`src/rtl/halfband_map.svh`:
```
// Register indices, field positions and reset values of the half-band
// configuration block. Byte address on the bus is four times the index.
`ifndef HALFBAND_MAP_SVH
`define HALFBAND_MAP_SVH
`define IDX_FIRST_CTRL 8'h1C
`define IDX_SECOND_CTRL 8'h1D
`define IDX_THIRD_CTRL 8'h1E
`define IDX_PART_ID 8'h1F
`define IDX_STATUS 8'h20
`define CTRL_RESET 8'h00
`define BYPASS_BIT 0
`define MODE1_HI 2
`define MODE1_LO 1
`define MODE6_HI 6
`define MODE6_LO 1
`define RESP_OKAY 2'b00
`define RESP_DECERR 2'b11
`endif

```
`src/rtl/halfband_pkg.sv`:
```
// Types shared by the half-band configuration block.
// Assumes the map header supplies the numeric constants.
package halfband_pkg;
  typedef enum logic [1:0] {
    PH_IDLE = 2'b00,
    PH_INTERP = 2'b01,
    PH_ORIG = 2'b10
  } phase_t;
  typedef struct packed {
    logic shift;
    logic upper;
  } mode_sel_t;
endpackage

```
`src/rtl/halfband_interp_stage_config.sv`:
```
// Three-stage half-band interpolation chain with AXI4-Lite control.
// Assumes one clock, synchronous active-low reset, clock enable ce.
`timescale 1ns/1ps
`include "halfband_map.svh"

module sample_fifo #(
  parameter int W = 16,
  parameter int DEPTH = 8,
  parameter int CW = $clog2(DEPTH + 1)
) (
  input wire logic aclk, // Clock
  input wire logic aresetn, // Sync reset, active low
  input wire logic ce, // Clock enable
  input wire logic in_valid, // Write side valid
  output logic in_ready, // Write side ready
  input wire logic [W-1:0] in_data, // Write data
  output logic out_valid, // Read side valid
  input wire logic out_ready, // Read side ready
  output logic [W-1:0] out_data, // Read data
  output logic [CW-1:0] count // Words held
);
  localparam int PW = $clog2(DEPTH);
  logic [W-1:0] mem [DEPTH];
  logic [PW-1:0] wr_ptr_reg;
  logic [PW-1:0] rd_ptr_reg;
  logic [CW-1:0] count_reg;
  logic push;
  logic pop;

  function automatic logic [PW-1:0] next_ptr(input logic [PW-1:0] p);
    if (p == PW'(DEPTH - 1)) begin
      return '0;
    end
    return p + PW'(1);
  endfunction

  assign in_ready = ce && (count_reg != CW'(DEPTH));
  assign out_valid = count_reg != '0;
  assign out_data = mem[rd_ptr_reg];
  assign count = count_reg;
  assign push = in_valid && in_ready;
  assign pop = ce && out_valid && out_ready;

  always_ff @(posedge aclk) begin
    if (ce && push) begin
      mem[wr_ptr_reg] <= in_data;
    end
  end

  always_ff @(posedge aclk) begin
    if (!aresetn) begin
      wr_ptr_reg <= '0;
      rd_ptr_reg <= '0;
      count_reg <= '0;
    end else if (ce) begin
      if (push) begin
        wr_ptr_reg <= next_ptr(wr_ptr_reg);
      end
      if (pop) begin
        rd_ptr_reg <= next_ptr(rd_ptr_reg);
      end
      if (push && !pop) begin
        count_reg <= count_reg + CW'(1);
      end else if (pop && !push) begin
        count_reg <= count_reg - CW'(1);
      end
    end
  end
endmodule

module halfband_stage #(
  parameter int DATA_W = 16
) (
  input wire logic aclk, // Clock
  input wire logic aresetn, // Sync reset, active low
  input wire logic ce, // Clock enable
  input wire logic bypass, // Stage removed from path
  input halfband_pkg::mode_sel_t sel, // Decoded mode
  input wire logic in_valid, // Input sample valid
  output logic in_ready, // Input sample taken
  input wire logic signed [DATA_W-1:0] in_data, // Input sample
  output logic out_valid, // Output sample valid
  input wire logic out_ready, // Output sample taken
  output logic signed [DATA_W-1:0] out_data // Output sample
);
  import halfband_pkg::*;
  phase_t ph_reg;
  logic signed [DATA_W-1:0] prev_reg;
  logic signed [DATA_W-1:0] cur_reg;
  logic signed [DATA_W-1:0] out_reg;
  logic signed [DATA_W:0] sum;
  logic signed [DATA_W-1:0] half;
  logic take;

  // Midpoint sample between previous and new input
  assign sum = {prev_reg[DATA_W-1], prev_reg} + {in_data[DATA_W-1], in_data};
  assign half = sum[DATA_W:1];
  assign in_ready = ce && (ph_reg == PH_IDLE ||
                           (ph_reg == PH_ORIG && out_ready));
  assign take = in_valid && in_ready;
  assign out_valid = ph_reg != PH_IDLE;
  assign out_data = out_reg;

  always_ff @(posedge aclk) begin
    if (!aresetn) begin
      ph_reg <= PH_IDLE;
    end else if (ce) begin
      case (ph_reg)
        PH_IDLE: begin
          if (take) begin
            ph_reg <= bypass ? PH_ORIG : PH_INTERP;
          end
        end
        PH_INTERP: begin
          if (out_ready) begin
            ph_reg <= PH_ORIG;
          end
        end
        PH_ORIG: begin
          if (take) begin
            ph_reg <= bypass ? PH_ORIG : PH_INTERP;
          end else if (out_ready) begin
            ph_reg <= PH_IDLE;
          end
        end
        default: ph_reg <= PH_IDLE;
      endcase
    end
  end

  // Two outputs per input when active: midpoint, then original
  always_ff @(posedge aclk) begin
    if (!aresetn) begin
      prev_reg <= '0;
      cur_reg <= '0;
      out_reg <= '0;
    end else if (ce) begin
      if (take) begin
        prev_reg <= in_data;
        // Shift by input rate flips every second output sample
        cur_reg <= sel.shift ? -in_data : in_data;
        if (bypass) begin
          out_reg <= in_data;
        end else begin
          out_reg <= sel.upper ? -half : half;
        end
      end else if (ph_reg == PH_INTERP && out_ready) begin
        out_reg <= cur_reg;
      end
    end
  end
endmodule

module halfband_interp_stage_config #(
  parameter int DATA_W = 16,
  parameter int FIFO_DEPTH = 8,
  parameter logic [7:0] PART_ID = 8'h5A // Arbitrary value
) (
  input wire logic aclk, // Clock, 20 MHz
  input wire logic aresetn, // Sync reset, active low
  input wire logic ce, // Clock enable
  input wire logic [9:0] s_axi_awaddr, // Write address
  input wire logic [2:0] s_axi_awprot, // Unused
  input wire logic s_axi_awvalid, // Write address valid
  output logic s_axi_awready, // Write address ready
  input wire logic [31:0] s_axi_wdata, // Write data
  input wire logic [3:0] s_axi_wstrb, // Byte strobes
  input wire logic s_axi_wvalid, // Write data valid
  output logic s_axi_wready, // Write data ready
  output logic [1:0] s_axi_bresp, // Write response
  output logic s_axi_bvalid, // Write response valid
  input wire logic s_axi_bready, // Write response ready
  input wire logic [9:0] s_axi_araddr, // Read address
  input wire logic [2:0] s_axi_arprot, // Unused
  input wire logic s_axi_arvalid, // Read address valid
  output logic s_axi_arready, // Read address ready
  output logic [31:0] s_axi_rdata, // Read data
  output logic [1:0] s_axi_rresp, // Read response
  output logic s_axi_rvalid, // Read data valid
  input wire logic s_axi_rready, // Read data ready
  input wire logic sample_in_valid, // Input sample valid
  output logic sample_in_ready, // Input sample taken
  input wire logic [DATA_W-1:0] sample_in_data, // Input sample
  output logic sample_out_valid, // Output sample valid
  input wire logic sample_out_ready, // Output sample taken
  output logic [DATA_W-1:0] sample_out_data // Output sample
);
  import halfband_pkg::*;
  localparam int CW = $clog2(FIFO_DEPTH + 1);
  logic [7:0] first_halfband_control_reg;
  logic [7:0] second_halfband_control_reg;
  logic [7:0] third_halfband_control_reg;
  logic aw_held_reg;
  logic w_held_reg;
  logic [7:0] awidx_reg;
  logic [7:0] wdata_reg;
  logic wstrb0_reg;
  logic bvalid_reg;
  logic [1:0] bresp_reg;
  logic rvalid_reg;
  logic [1:0] rresp_reg;
  logic [31:0] rdata_reg;
  logic aw_hs;
  logic w_hs;
  logic do_write;
  logic [7:0] wr_idx;
  logic [7:0] wr_data;
  logic wr_en0;
  logic [31:0] rd_mux;
  logic rd_hit;
  logic [1:0] first_stage_mode;
  logic [5:0] second_stage_mode;
  logic [5:0] third_stage_mode;
  mode_sel_t sel1;
  mode_sel_t sel2;
  mode_sel_t sel3;
  logic [CW-1:0] fifo_count;
  logic [1:0] active_count;
  logic f_valid;
  logic f_ready;
  logic [DATA_W-1:0] f_data;
  logic v1;
  logic r1;
  logic [DATA_W-1:0] d1;
  logic v2;
  logic r2;
  logic [DATA_W-1:0] d2;

  // Mode codes in groups of eight; top bit shifts, low bit picks upper band
  function automatic mode_sel_t decode_mode(input logic [2:0] grp);
    mode_sel_t s;
    s.shift = grp[2];
    s.upper = grp[0];
    return s;
  endfunction

  assign first_stage_mode =
    first_halfband_control_reg[`MODE1_HI:`MODE1_LO];
  assign second_stage_mode =
    second_halfband_control_reg[`MODE6_HI:`MODE6_LO];
  assign third_stage_mode =
    third_halfband_control_reg[`MODE6_HI:`MODE6_LO];
  assign sel1 = decode_mode({first_stage_mode[1], 1'b0,
                             first_stage_mode[0]});
  // Only the upper three bits select, so unlisted codes fall to a neighbour
  assign sel2 = decode_mode(second_stage_mode[5:3]);
  assign sel3 = decode_mode(third_stage_mode[5:3]);
  assign active_count = 2'(!first_halfband_control_reg[`BYPASS_BIT]) +
                        2'(!second_halfband_control_reg[`BYPASS_BIT]) +
                        2'(!third_halfband_control_reg[`BYPASS_BIT]);

  // Write channel: address and data taken in either order
  assign s_axi_awready = ce && !aw_held_reg && !bvalid_reg;
  assign s_axi_wready = ce && !w_held_reg && !bvalid_reg;
  assign aw_hs = s_axi_awvalid && s_axi_awready;
  assign w_hs = s_axi_wvalid && s_axi_wready;
  assign do_write = (aw_held_reg || aw_hs) && (w_held_reg || w_hs);
  assign wr_idx = aw_hs ? s_axi_awaddr[9:2] : awidx_reg;
  assign wr_data = w_hs ? s_axi_wdata[7:0] : wdata_reg;
  assign wr_en0 = w_hs ? s_axi_wstrb[0] : wstrb0_reg;
  assign s_axi_bvalid = bvalid_reg;
  assign s_axi_bresp = bresp_reg;

  always_ff @(posedge aclk) begin
    if (!aresetn) begin
      aw_held_reg <= 1'b0;
      w_held_reg <= 1'b0;
      awidx_reg <= '0;
      wdata_reg <= '0;
      wstrb0_reg <= 1'b0;
    end else if (ce) begin
      if (aw_hs) begin
        awidx_reg <= s_axi_awaddr[9:2];
      end
      if (w_hs) begin
        wdata_reg <= s_axi_wdata[7:0];
        wstrb0_reg <= s_axi_wstrb[0];
      end
      aw_held_reg <= (aw_held_reg || aw_hs) && !do_write;
      w_held_reg <= (w_held_reg || w_hs) && !do_write;
    end
  end

  always_ff @(posedge aclk) begin
    if (!aresetn) begin
      bvalid_reg <= 1'b0;
      bresp_reg <= `RESP_OKAY;
    end else if (ce) begin
      if (do_write) begin
        bvalid_reg <= 1'b1;
        if (wr_idx >= `IDX_FIRST_CTRL && wr_idx <= `IDX_STATUS) begin
          bresp_reg <= `RESP_OKAY;
        end else begin
          bresp_reg <= `RESP_DECERR;
        end
      end else if (s_axi_bready) begin
        bvalid_reg <= 1'b0;
      end
    end
  end

  // Identification and status words ignore writes
  always_ff @(posedge aclk) begin
    if (!aresetn) begin
      first_halfband_control_reg <= `CTRL_RESET;
      second_halfband_control_reg <= `CTRL_RESET;
      third_halfband_control_reg <= `CTRL_RESET;
    end else if (ce && do_write && wr_en0) begin
      if (wr_idx == `IDX_FIRST_CTRL) begin
        first_halfband_control_reg <= wr_data;
      end else if (wr_idx == `IDX_SECOND_CTRL) begin
        second_halfband_control_reg <= wr_data;
      end else if (wr_idx == `IDX_THIRD_CTRL) begin
        third_halfband_control_reg <= wr_data;
      end
    end
  end

  // Read channel
  assign s_axi_arready = ce && !rvalid_reg;
  assign s_axi_rvalid = rvalid_reg;
  assign s_axi_rdata = rdata_reg;
  assign s_axi_rresp = rresp_reg;

  always_comb begin
    rd_mux = '0;
    rd_hit = 1'b1;
    if (s_axi_araddr[9:2] == `IDX_FIRST_CTRL) begin
      rd_mux[7:0] = first_halfband_control_reg;
    end else if (s_axi_araddr[9:2] == `IDX_SECOND_CTRL) begin
      rd_mux[7:0] = second_halfband_control_reg;
    end else if (s_axi_araddr[9:2] == `IDX_THIRD_CTRL) begin
      rd_mux[7:0] = third_halfband_control_reg;
    end else if (s_axi_araddr[9:2] == `IDX_PART_ID) begin
      rd_mux[7:0] = PART_ID;
    end else if (s_axi_araddr[9:2] == `IDX_STATUS) begin
      rd_mux[CW+1:0] = {fifo_count, active_count};
    end else begin
      rd_hit = 1'b0;
    end
  end

  always_ff @(posedge aclk) begin
    if (!aresetn) begin
      rvalid_reg <= 1'b0;
      rresp_reg <= `RESP_OKAY;
      rdata_reg <= '0;
    end else if (ce) begin
      if (s_axi_arvalid && s_axi_arready) begin
        rvalid_reg <= 1'b1;
        rdata_reg <= rd_mux;
        rresp_reg <= rd_hit ? `RESP_OKAY : `RESP_DECERR;
      end else if (s_axi_rready) begin
        rvalid_reg <= 1'b0;
      end
    end
  end

  // Sample path: FIFO, then the three stages in series
  sample_fifo #(.W(DATA_W), .DEPTH(FIFO_DEPTH), .CW(CW)) u_fifo (
    .aclk(aclk),
    .aresetn(aresetn),
    .ce(ce),
    .in_valid(sample_in_valid),
    .in_ready(sample_in_ready),
    .in_data(sample_in_data),
    .out_valid(f_valid),
    .out_ready(f_ready),
    .out_data(f_data),
    .count(fifo_count)
  );

  halfband_stage #(.DATA_W(DATA_W)) u_first (
    .aclk(aclk),
    .aresetn(aresetn),
    .ce(ce),
    .bypass(first_halfband_control_reg[`BYPASS_BIT]),
    .sel(sel1),
    .in_valid(f_valid),
    .in_ready(f_ready),
    .in_data(f_data),
    .out_valid(v1),
    .out_ready(r1),
    .out_data(d1)
  );

  halfband_stage #(.DATA_W(DATA_W)) u_second (
    .aclk(aclk),
    .aresetn(aresetn),
    .ce(ce),
    .bypass(second_halfband_control_reg[`BYPASS_BIT]),
    .sel(sel2),
    .in_valid(v1),
    .in_ready(r1),
    .in_data(d1),
    .out_valid(v2),
    .out_ready(r2),
    .out_data(d2)
  );

  halfband_stage #(.DATA_W(DATA_W)) u_third (
    .aclk(aclk),
    .aresetn(aresetn),
    .ce(ce),
    .bypass(third_halfband_control_reg[`BYPASS_BIT]),
    .sel(sel3),
    .in_valid(v2),
    .in_ready(r2),
    .in_data(d2),
    .out_valid(sample_out_valid),
    .out_ready(sample_out_ready),
    .out_data(sample_out_data)
  );
endmodule

```
`config.mk`:
```
export PLATFORM = sky130hd
export DESIGN_NAME = halfband_interp_stage_config
export DESIGN_NICKNAME = d
export VERILOG_FILES = /design/src/rtl/halfband_pkg.sv /design/src/rtl/halfband_interp_stage_config.sv
export VERILOG_INCLUDE_DIRS = /design/src /design/src/rtl
export SDC_FILE = /design/constraint.sdc
export NUM_CORES = 1
export LEC_CHECK = 0
export ABC_AREA = 1
export ABC_CLOCK_PERIOD_IN_PS = 6400
export BUFFER_PORTS_ARGS = -buffer_cell sky130_fd_sc_hd__buf_2
export CORE_ASPECT_RATIO = 0.75
export CORE_MARGIN = 2
export CORE_UTILIZATION = 50
export DETAILED_ROUTE_END_ITERATION = 10
export PLACE_DENSITY = 0.69
export SLEW_MARGIN = 40
export SYNTH_ARGS = -nofsm -noshare
export SYNTH_HDL_FRONTEND = slang
export SYNTH_SLANG_ARGS = --single-unit
```
`constraint.sdc`:
```
create_clock -name aclk -period 6.4 [get_ports aclk]
set_input_delay 1.92 -clock aclk [delete_from_list [all_inputs] [get_ports aclk]]
set_output_delay 1.92 -clock aclk [all_outputs]
set_load 0.1 [all_outputs]
```
# After elaboration in Yosys (flattened, before gate mapping)
# Memory sizes are Yosys's and may differ from the RTL's. A register that Yosys moved wholly into a read port is not among the register bits.
# Cells that the tools add are included.
# op_classes
n_bitwise	2
add_sub_neg	15
muxes	71
n_eq_ne	26
n_lt_le_gt_ge	2
reduce_logical	80
# op_table
cell	count
two-way mux 16 bit	15
negation 16 bit	6
equality test 8 x 5 -> 1 bit, second input constant	7
adder 16 x 16 -> 17 bit	3
two-way mux 8 bit	5
two-way mux 2 bit	17
logical AND 1 bit	33
AND reduction 2 bit	14
two-way mux 1 bit	21
two-way mux 3 bit	6
case mux 2 bit (3 select lines)	3
nonzero test 2 bit	9
AND reduction 4 bit	4
two-way mux 6 bit	2
zero test 1 bit	10
!= test 2 x 1 -> 1 bit, second input constant	5
equality test 8 x 6 -> 1 bit, second input constant	1
greater-or-equal comparator 8 x 5 -> 1 bit, second input constant	1
less-or-equal comparator 8 x 6 -> 1 bit, second input constant	1
two-way mux 4 bit	2
adder 3 x 1 -> 3 bit, second input constant	2
equality test 2 x 1 -> 1 bit, second input constant	3
equality test 2 bit, second input constant	3
equality test 3 bit, second input constant	2
other kinds (13)	21
# word_totals
ramBits	128
register_bits	217
memories	1
inputBits	88
word_cells	225
# mem_list
name	words	width	rd	rd_ports_with_merged_regs	write_ports	line	rtl
u_fifo.mem	8	16	1	1	1	halfband_interp_stage_config.sv:23	logic [W-1:0] mem [DEPTH];

# Longest topological paths before layout
# depth
ltp_word	17
ltp_mapped	25
ltp_nobuf	24

# Hierarchy
# Synthesis repeated with hierarchy kept, for this count alone.
# hier_totals
cells_unflattened	2850
area_unflattened_um2	20332.0
# modules_own_cells
module	n_inst	seq_area_each_um2	cells_per_inst	area_per_inst_um2
halfband_stage at u_second ...	2	980.9	636	3817.4
sample_fifo	1	4103.9	513	5843.1
halfband_stage at u_first	1	980.9	634	3832.4
halfband_interp_stage_config	1	1101.1	431	3021.6

# Least setup slack after synthesis
# No wires, ideal clock.
# synth_timing
path_kind	input to register
start	in ce
end	reg u_fifo.count_reg[3], in the netlist u_fifo.count[3]
required_time_ns	6.281
path_stages	15
t_arrival_ns	5.372
n_path_buf	0
slack_ns	0.908
path_cell_list	inv_4 -> a31oi_1 -> nand2_1 -> inv_1 -> ha_1 -> inv_1 -> ha_1 -> nand2_1 -> nor2_1 -> a211oi_1 -> nor2_1 -> nor2_1 -> nand2_1 -> o21ai_0 -> a21oi_1
# synth_lines
element	line	rtl
start: declaration	halfband_interp_stage_config.sv:161	input wire logic ce,
logical AND 1 bit *	halfband_interp_stage_config.sv:37	assign in_ready = ce && (count_reg != CW'(DEPTH));
named net sample_in_ready	halfband_interp_stage_config.sv:182	output logic sample_in_ready,
logical AND 1 bit *	halfband_interp_stage_config.sv:41	assign push = in_valid && in_ready;
zero test 1 bit	halfband_interp_stage_config.sv:64	end else if (pop && !push) begin
logical AND 1 bit	halfband_interp_stage_config.sv:64	
nonzero test 2 bit (no source line)	--	
AND reduction 2 bit (no source line)	--	
end signal: assignment	halfband_interp_stage_config.sv:63	count_reg <= count_reg + CW'(1);
end signal: assignment	halfband_interp_stage_config.sv:65	count_reg <= count_reg - CW'(1);
end: declaration	halfband_interp_stage_config.sv:26	logic [CW-1:0] count_reg;
# Mark *: on every way through the listed nets, which the timed path passes. The rest lies on a longest branch.
# A chain may end at the register's enable or synchronous reset.

# Worst setup path in the final report
# layout_timing
start	in ce
end	out sample_in_ready
# layout_via
elab_chain_cells	1
# layout_rtl
element	line
logical AND 1 bit	halfband_interp_stage_config.sv:37
end: declaration	halfband_interp_stage_config.sv:182
# Every way passes these cells.

==> results.txt <==
In this run the worst path has a maximum fanout of 10. The pin count of the biggest net entering global routing came out at just under 80. The library cell used most frequently in the layout, excluding fill and tap cells, is nand2_1. After floorplanning, the core was divided into 61 placement rows. In this run the clock root is driven by a clkbuf_16. The net count reported at finish came out at around 2,600.

The hold violation total from the final report came out at 0. The top cell types in the final layout, fill and taps aside, are 487 x nand2_1, 256 x nor2_1, 238 x o21ai_0. The post-cts hold buffer count is 0. The first global-routing pass estimated roughly 81 mm of wire.

The number of synthesized register bits came out at roughly 340. The initial antenna violation count came out at 0. The largest individual stage delay along the critical path comes from the cell buf_2. Traced cell by cell, the critical path runs through buf_2 > inv_4 > a31oi_1 > buf_2. The maximum achievable frequency is ~0.20 GHz. The max-capacitance violation count is 0.

The via count of the first global-routing pass was between 15,000 and 20,000. The share of the clock period used by the worst path came out at approximately four fifths. Counting flops with a built-in enable in the synthesized netlist gives between 100 and 150. The final setup TNS is 0 ps.

The clock slew seen by the registers of the worst setup and hold paths came out at ~60 ps. The logic depth of the worst register-to-register path is 20. The buffer levels on the longest clock path came out at 3.

The post-CTS setup repair buffer count is 0. The path with the worst hold slack has its endpoint at third_halfband_control_reg[2]. For this run the aggregate overflow at the end of global routing stands at 0. The horizontal die dimension is about 230 microns.

The vertical die dimension came out at about 170 microns. The instance count of the mapped netlist came out at between 2,000 and 2,500. For this block, the initial DRC count from the detailed router was between 1,500 and 2,000. The latest clock arrival within the worst-skew pair came out at about 550 ps. The worst clock skew on the final layout is between 20 and 30 ps. The run finished with clean final reports. TritonCTS built the clock tree. At the worst endpoint, the required time is between 4000 and 5000 ps. Among the stages of the critical path, the cell type that occurs most often is buf_2. Of all cell types, the one taking the most synthesized area is dfxtp_1.

The post-cts repair resize count came out at 0. The tightest min-delay check is of the reg2reg type. The post-detailed-routing wire length is 50.2 mm. For this run, the detailed router's first-pass iteration total came to 5. The routed design could run at a clock period as short as 5070 ps. The number of antenna diodes came out at 0. The routed wire length per instance came out at between 15 and 20 microns. Ranked by total cell area, the synthesized netlist is headed by dfxtp_1 23%, edfxtp_1 21%, nand2_1 9.8%, o21ai_0 6.4%, a21oi_1 5.3%. The worst hold path begins at third_halfband_control_reg[2]. By startpoint and endpoint, the worst setup path is classified as in2out. The post-detailed-route DRC marker count came out at 0. In this run the critical register-to-register path is captured at u_first.out_data[14]. The number of levels the H-tree was split into is 2. Setup violations remaining at the end of the flow were counted as 0.

The number of distinct library cell variants in the gate-level netlist after synthesis is 69. The critical path endpoint category is an output pin. The maximum cell stage delay along the critical path came out at 500 ps. The number of warnings issued by yosys is 0. During placement, the flow inserted port buffers numbering 85. The area of the mapped netlist is approximately 19,000 sq um.

The primary flip-flop cell chosen by synthesis mapping is dfxtp_1. The flip-flop count of the largest register after layout came out at 128. The area growth from synthesis to layout is 10.6%. The sequential element share of the synthesized area came out at a little over two fifths. The type of element launching the critical path is a primary input.

Power comes to about 9600 uW. The tightest slew margin relative to the limit is 48.1%. Using the TritonRoute via totals, the vias-per-cell ratio works out to between 5 and 6. The number of sinks driven by the clock tree is about 340.

The power per cell area is ~470 nW/um^2. The cell count after placement came out at just under 3,000. The arrival time at the worst endpoint is approximately 3200 ps. The fraction of post-synthesis cell area in the top cell type by area came out at a little under a quarter. The worst hold margin came out at about 460 ps. The initial cell density of the core is roughly half. The via count of the routed design is 16,800. The number of buffers inserted during clock tree synthesis is 38.

The remaining antenna violation count came out at 0. The half-perimeter wire length after placement is ~35 mm. The worst register-to-register path has a setup slack of 1900 ps.

The area of the core came out at 36,900 sq um. After synthesis, the share of flip-flops with an asynchronous set or reset is 0%. The post-route netlist has around a tenth of its cells at a drive strength greater than 1. The I/O pin total is around 150. Setup repair after global routing left no endpoint under its margin.

A synthesized cell averages just under 8 sq um. The finished layout holds ~3,000 standard cells, fillers aside. Counting instances, the worst hold path has a depth of 2. The top register by number of flip-flops is u_fifo.mem. The transition time at the pin with the least slew margin is 777 ps. The final core utilization came out at 56.0%. The placer's final routability congestion estimate is a little over 0.9.

The count of final max-slew check failures came out at 0. The area enclosed by the die boundary is approximately 40,000 sq um. Global routing used between 20% and 30% of the available tracks across all layers. The static leakage power is between 0.008 and 0.009 uW. VDD sags by at most roughly 210 uV.
[cells in the mapped netlist (6+ instances only)]
cell,instances
clkbuf_1,56
inv_2,15
nand3b_1,17
o21ai_0,238
buf_4,34
edfxtp_1,128
nand3_1,127
a21oi_1,199
xnor2_1,14
a41oi_1,13
o211ai_1,20
nand4_1,22
xor2_1,23
or2_2,10
ha_1,58
nand2_1,488
a31oi_1,29
nor3_1,32
o21ai_1,27
a211oi_1,10
o22ai_1,29
nor2_1,257
nor2_2,8
nand2_2,9
buf_2,20
inv_1,236
dfxtp_1,215
buf_1,6
[per-stage QoR]
stage	cell area (sq um)	setup WS, ps
detailed placement	19400	1330
CTS	20700	1320
finish	20700	1330
global placement	19400	1340
floorplan	18800	908
global route	20700	1320
[final cells by class]
cell class | count | area (sq um)
multi-input combinational | 1734 | 9040
fill | 3461 | 16300
tap | 504 | 631
timing repair buffer | 105 | 578
inverter | 259 | 990
sequential | 343 | 8150
clock buffer | 47 | 1020
clock inverter | 22 | 275
[kinds of logic (layout without fill, tap and decap cells)]
family                   after synthesis  after routing  synth area share, %
AND/OR/NAND/NOR                      995            995                 22.9
AO/OA/AOI/OAI                        607            607                 18.2
buffers and inverters                379            433                 8.63
flip-flops                           343            343                 43.6
adder cells (fa/ha/maj)               63             63                 4.42
XOR/XNOR                              40             40                 2.05
multiplexers                           5              5                0.268
other                                  1             24               0.0200
[how the worst max path moves through the flow]
stage / start / slack, ps / end / depth (start not counted)
6_report: ce / 1330 / sample_in_ready / 4
2_1_floorplan: ce / 910 / u_fifo.count[3] / 15
3_3_place_gp: ce / 1340 / sample_in_ready / 4
4_1_cts: ce / 1320 / sample_in_ready / 4
3_5_place_dp: ce / 1330 / sample_in_ready / 4
5_1_grt: ce / 1320 / sample_in_ready / 4
[layer usage]
layer  vias up  part of all wire [%]  track usage, %
li1       8293                     -               -
met1      7876                    50            39.5
met2       595                    41            38.1
met3        50                   8.0            4.13
met4         0                   1.3            5.20
met5         -                     0               0
[power breakdown]
| part | switching, uW | total (uW) | leakage [uW] | internal (uW) |
|---|---|---|---|---|
| registers | 345 | 2920 | 0.00291 | 2570 |
| logic | 3120 | 4420 | 0.00528 | 1300 |
| clock network | 932 | 2290 | 0.000622 | 1350 |
[worst max-delay path, delay by kind of cell]
kind	cells	cell delay, ps
buf+inv	3	910
compound gates	1	320
Power figures use the tool's default switching activity.
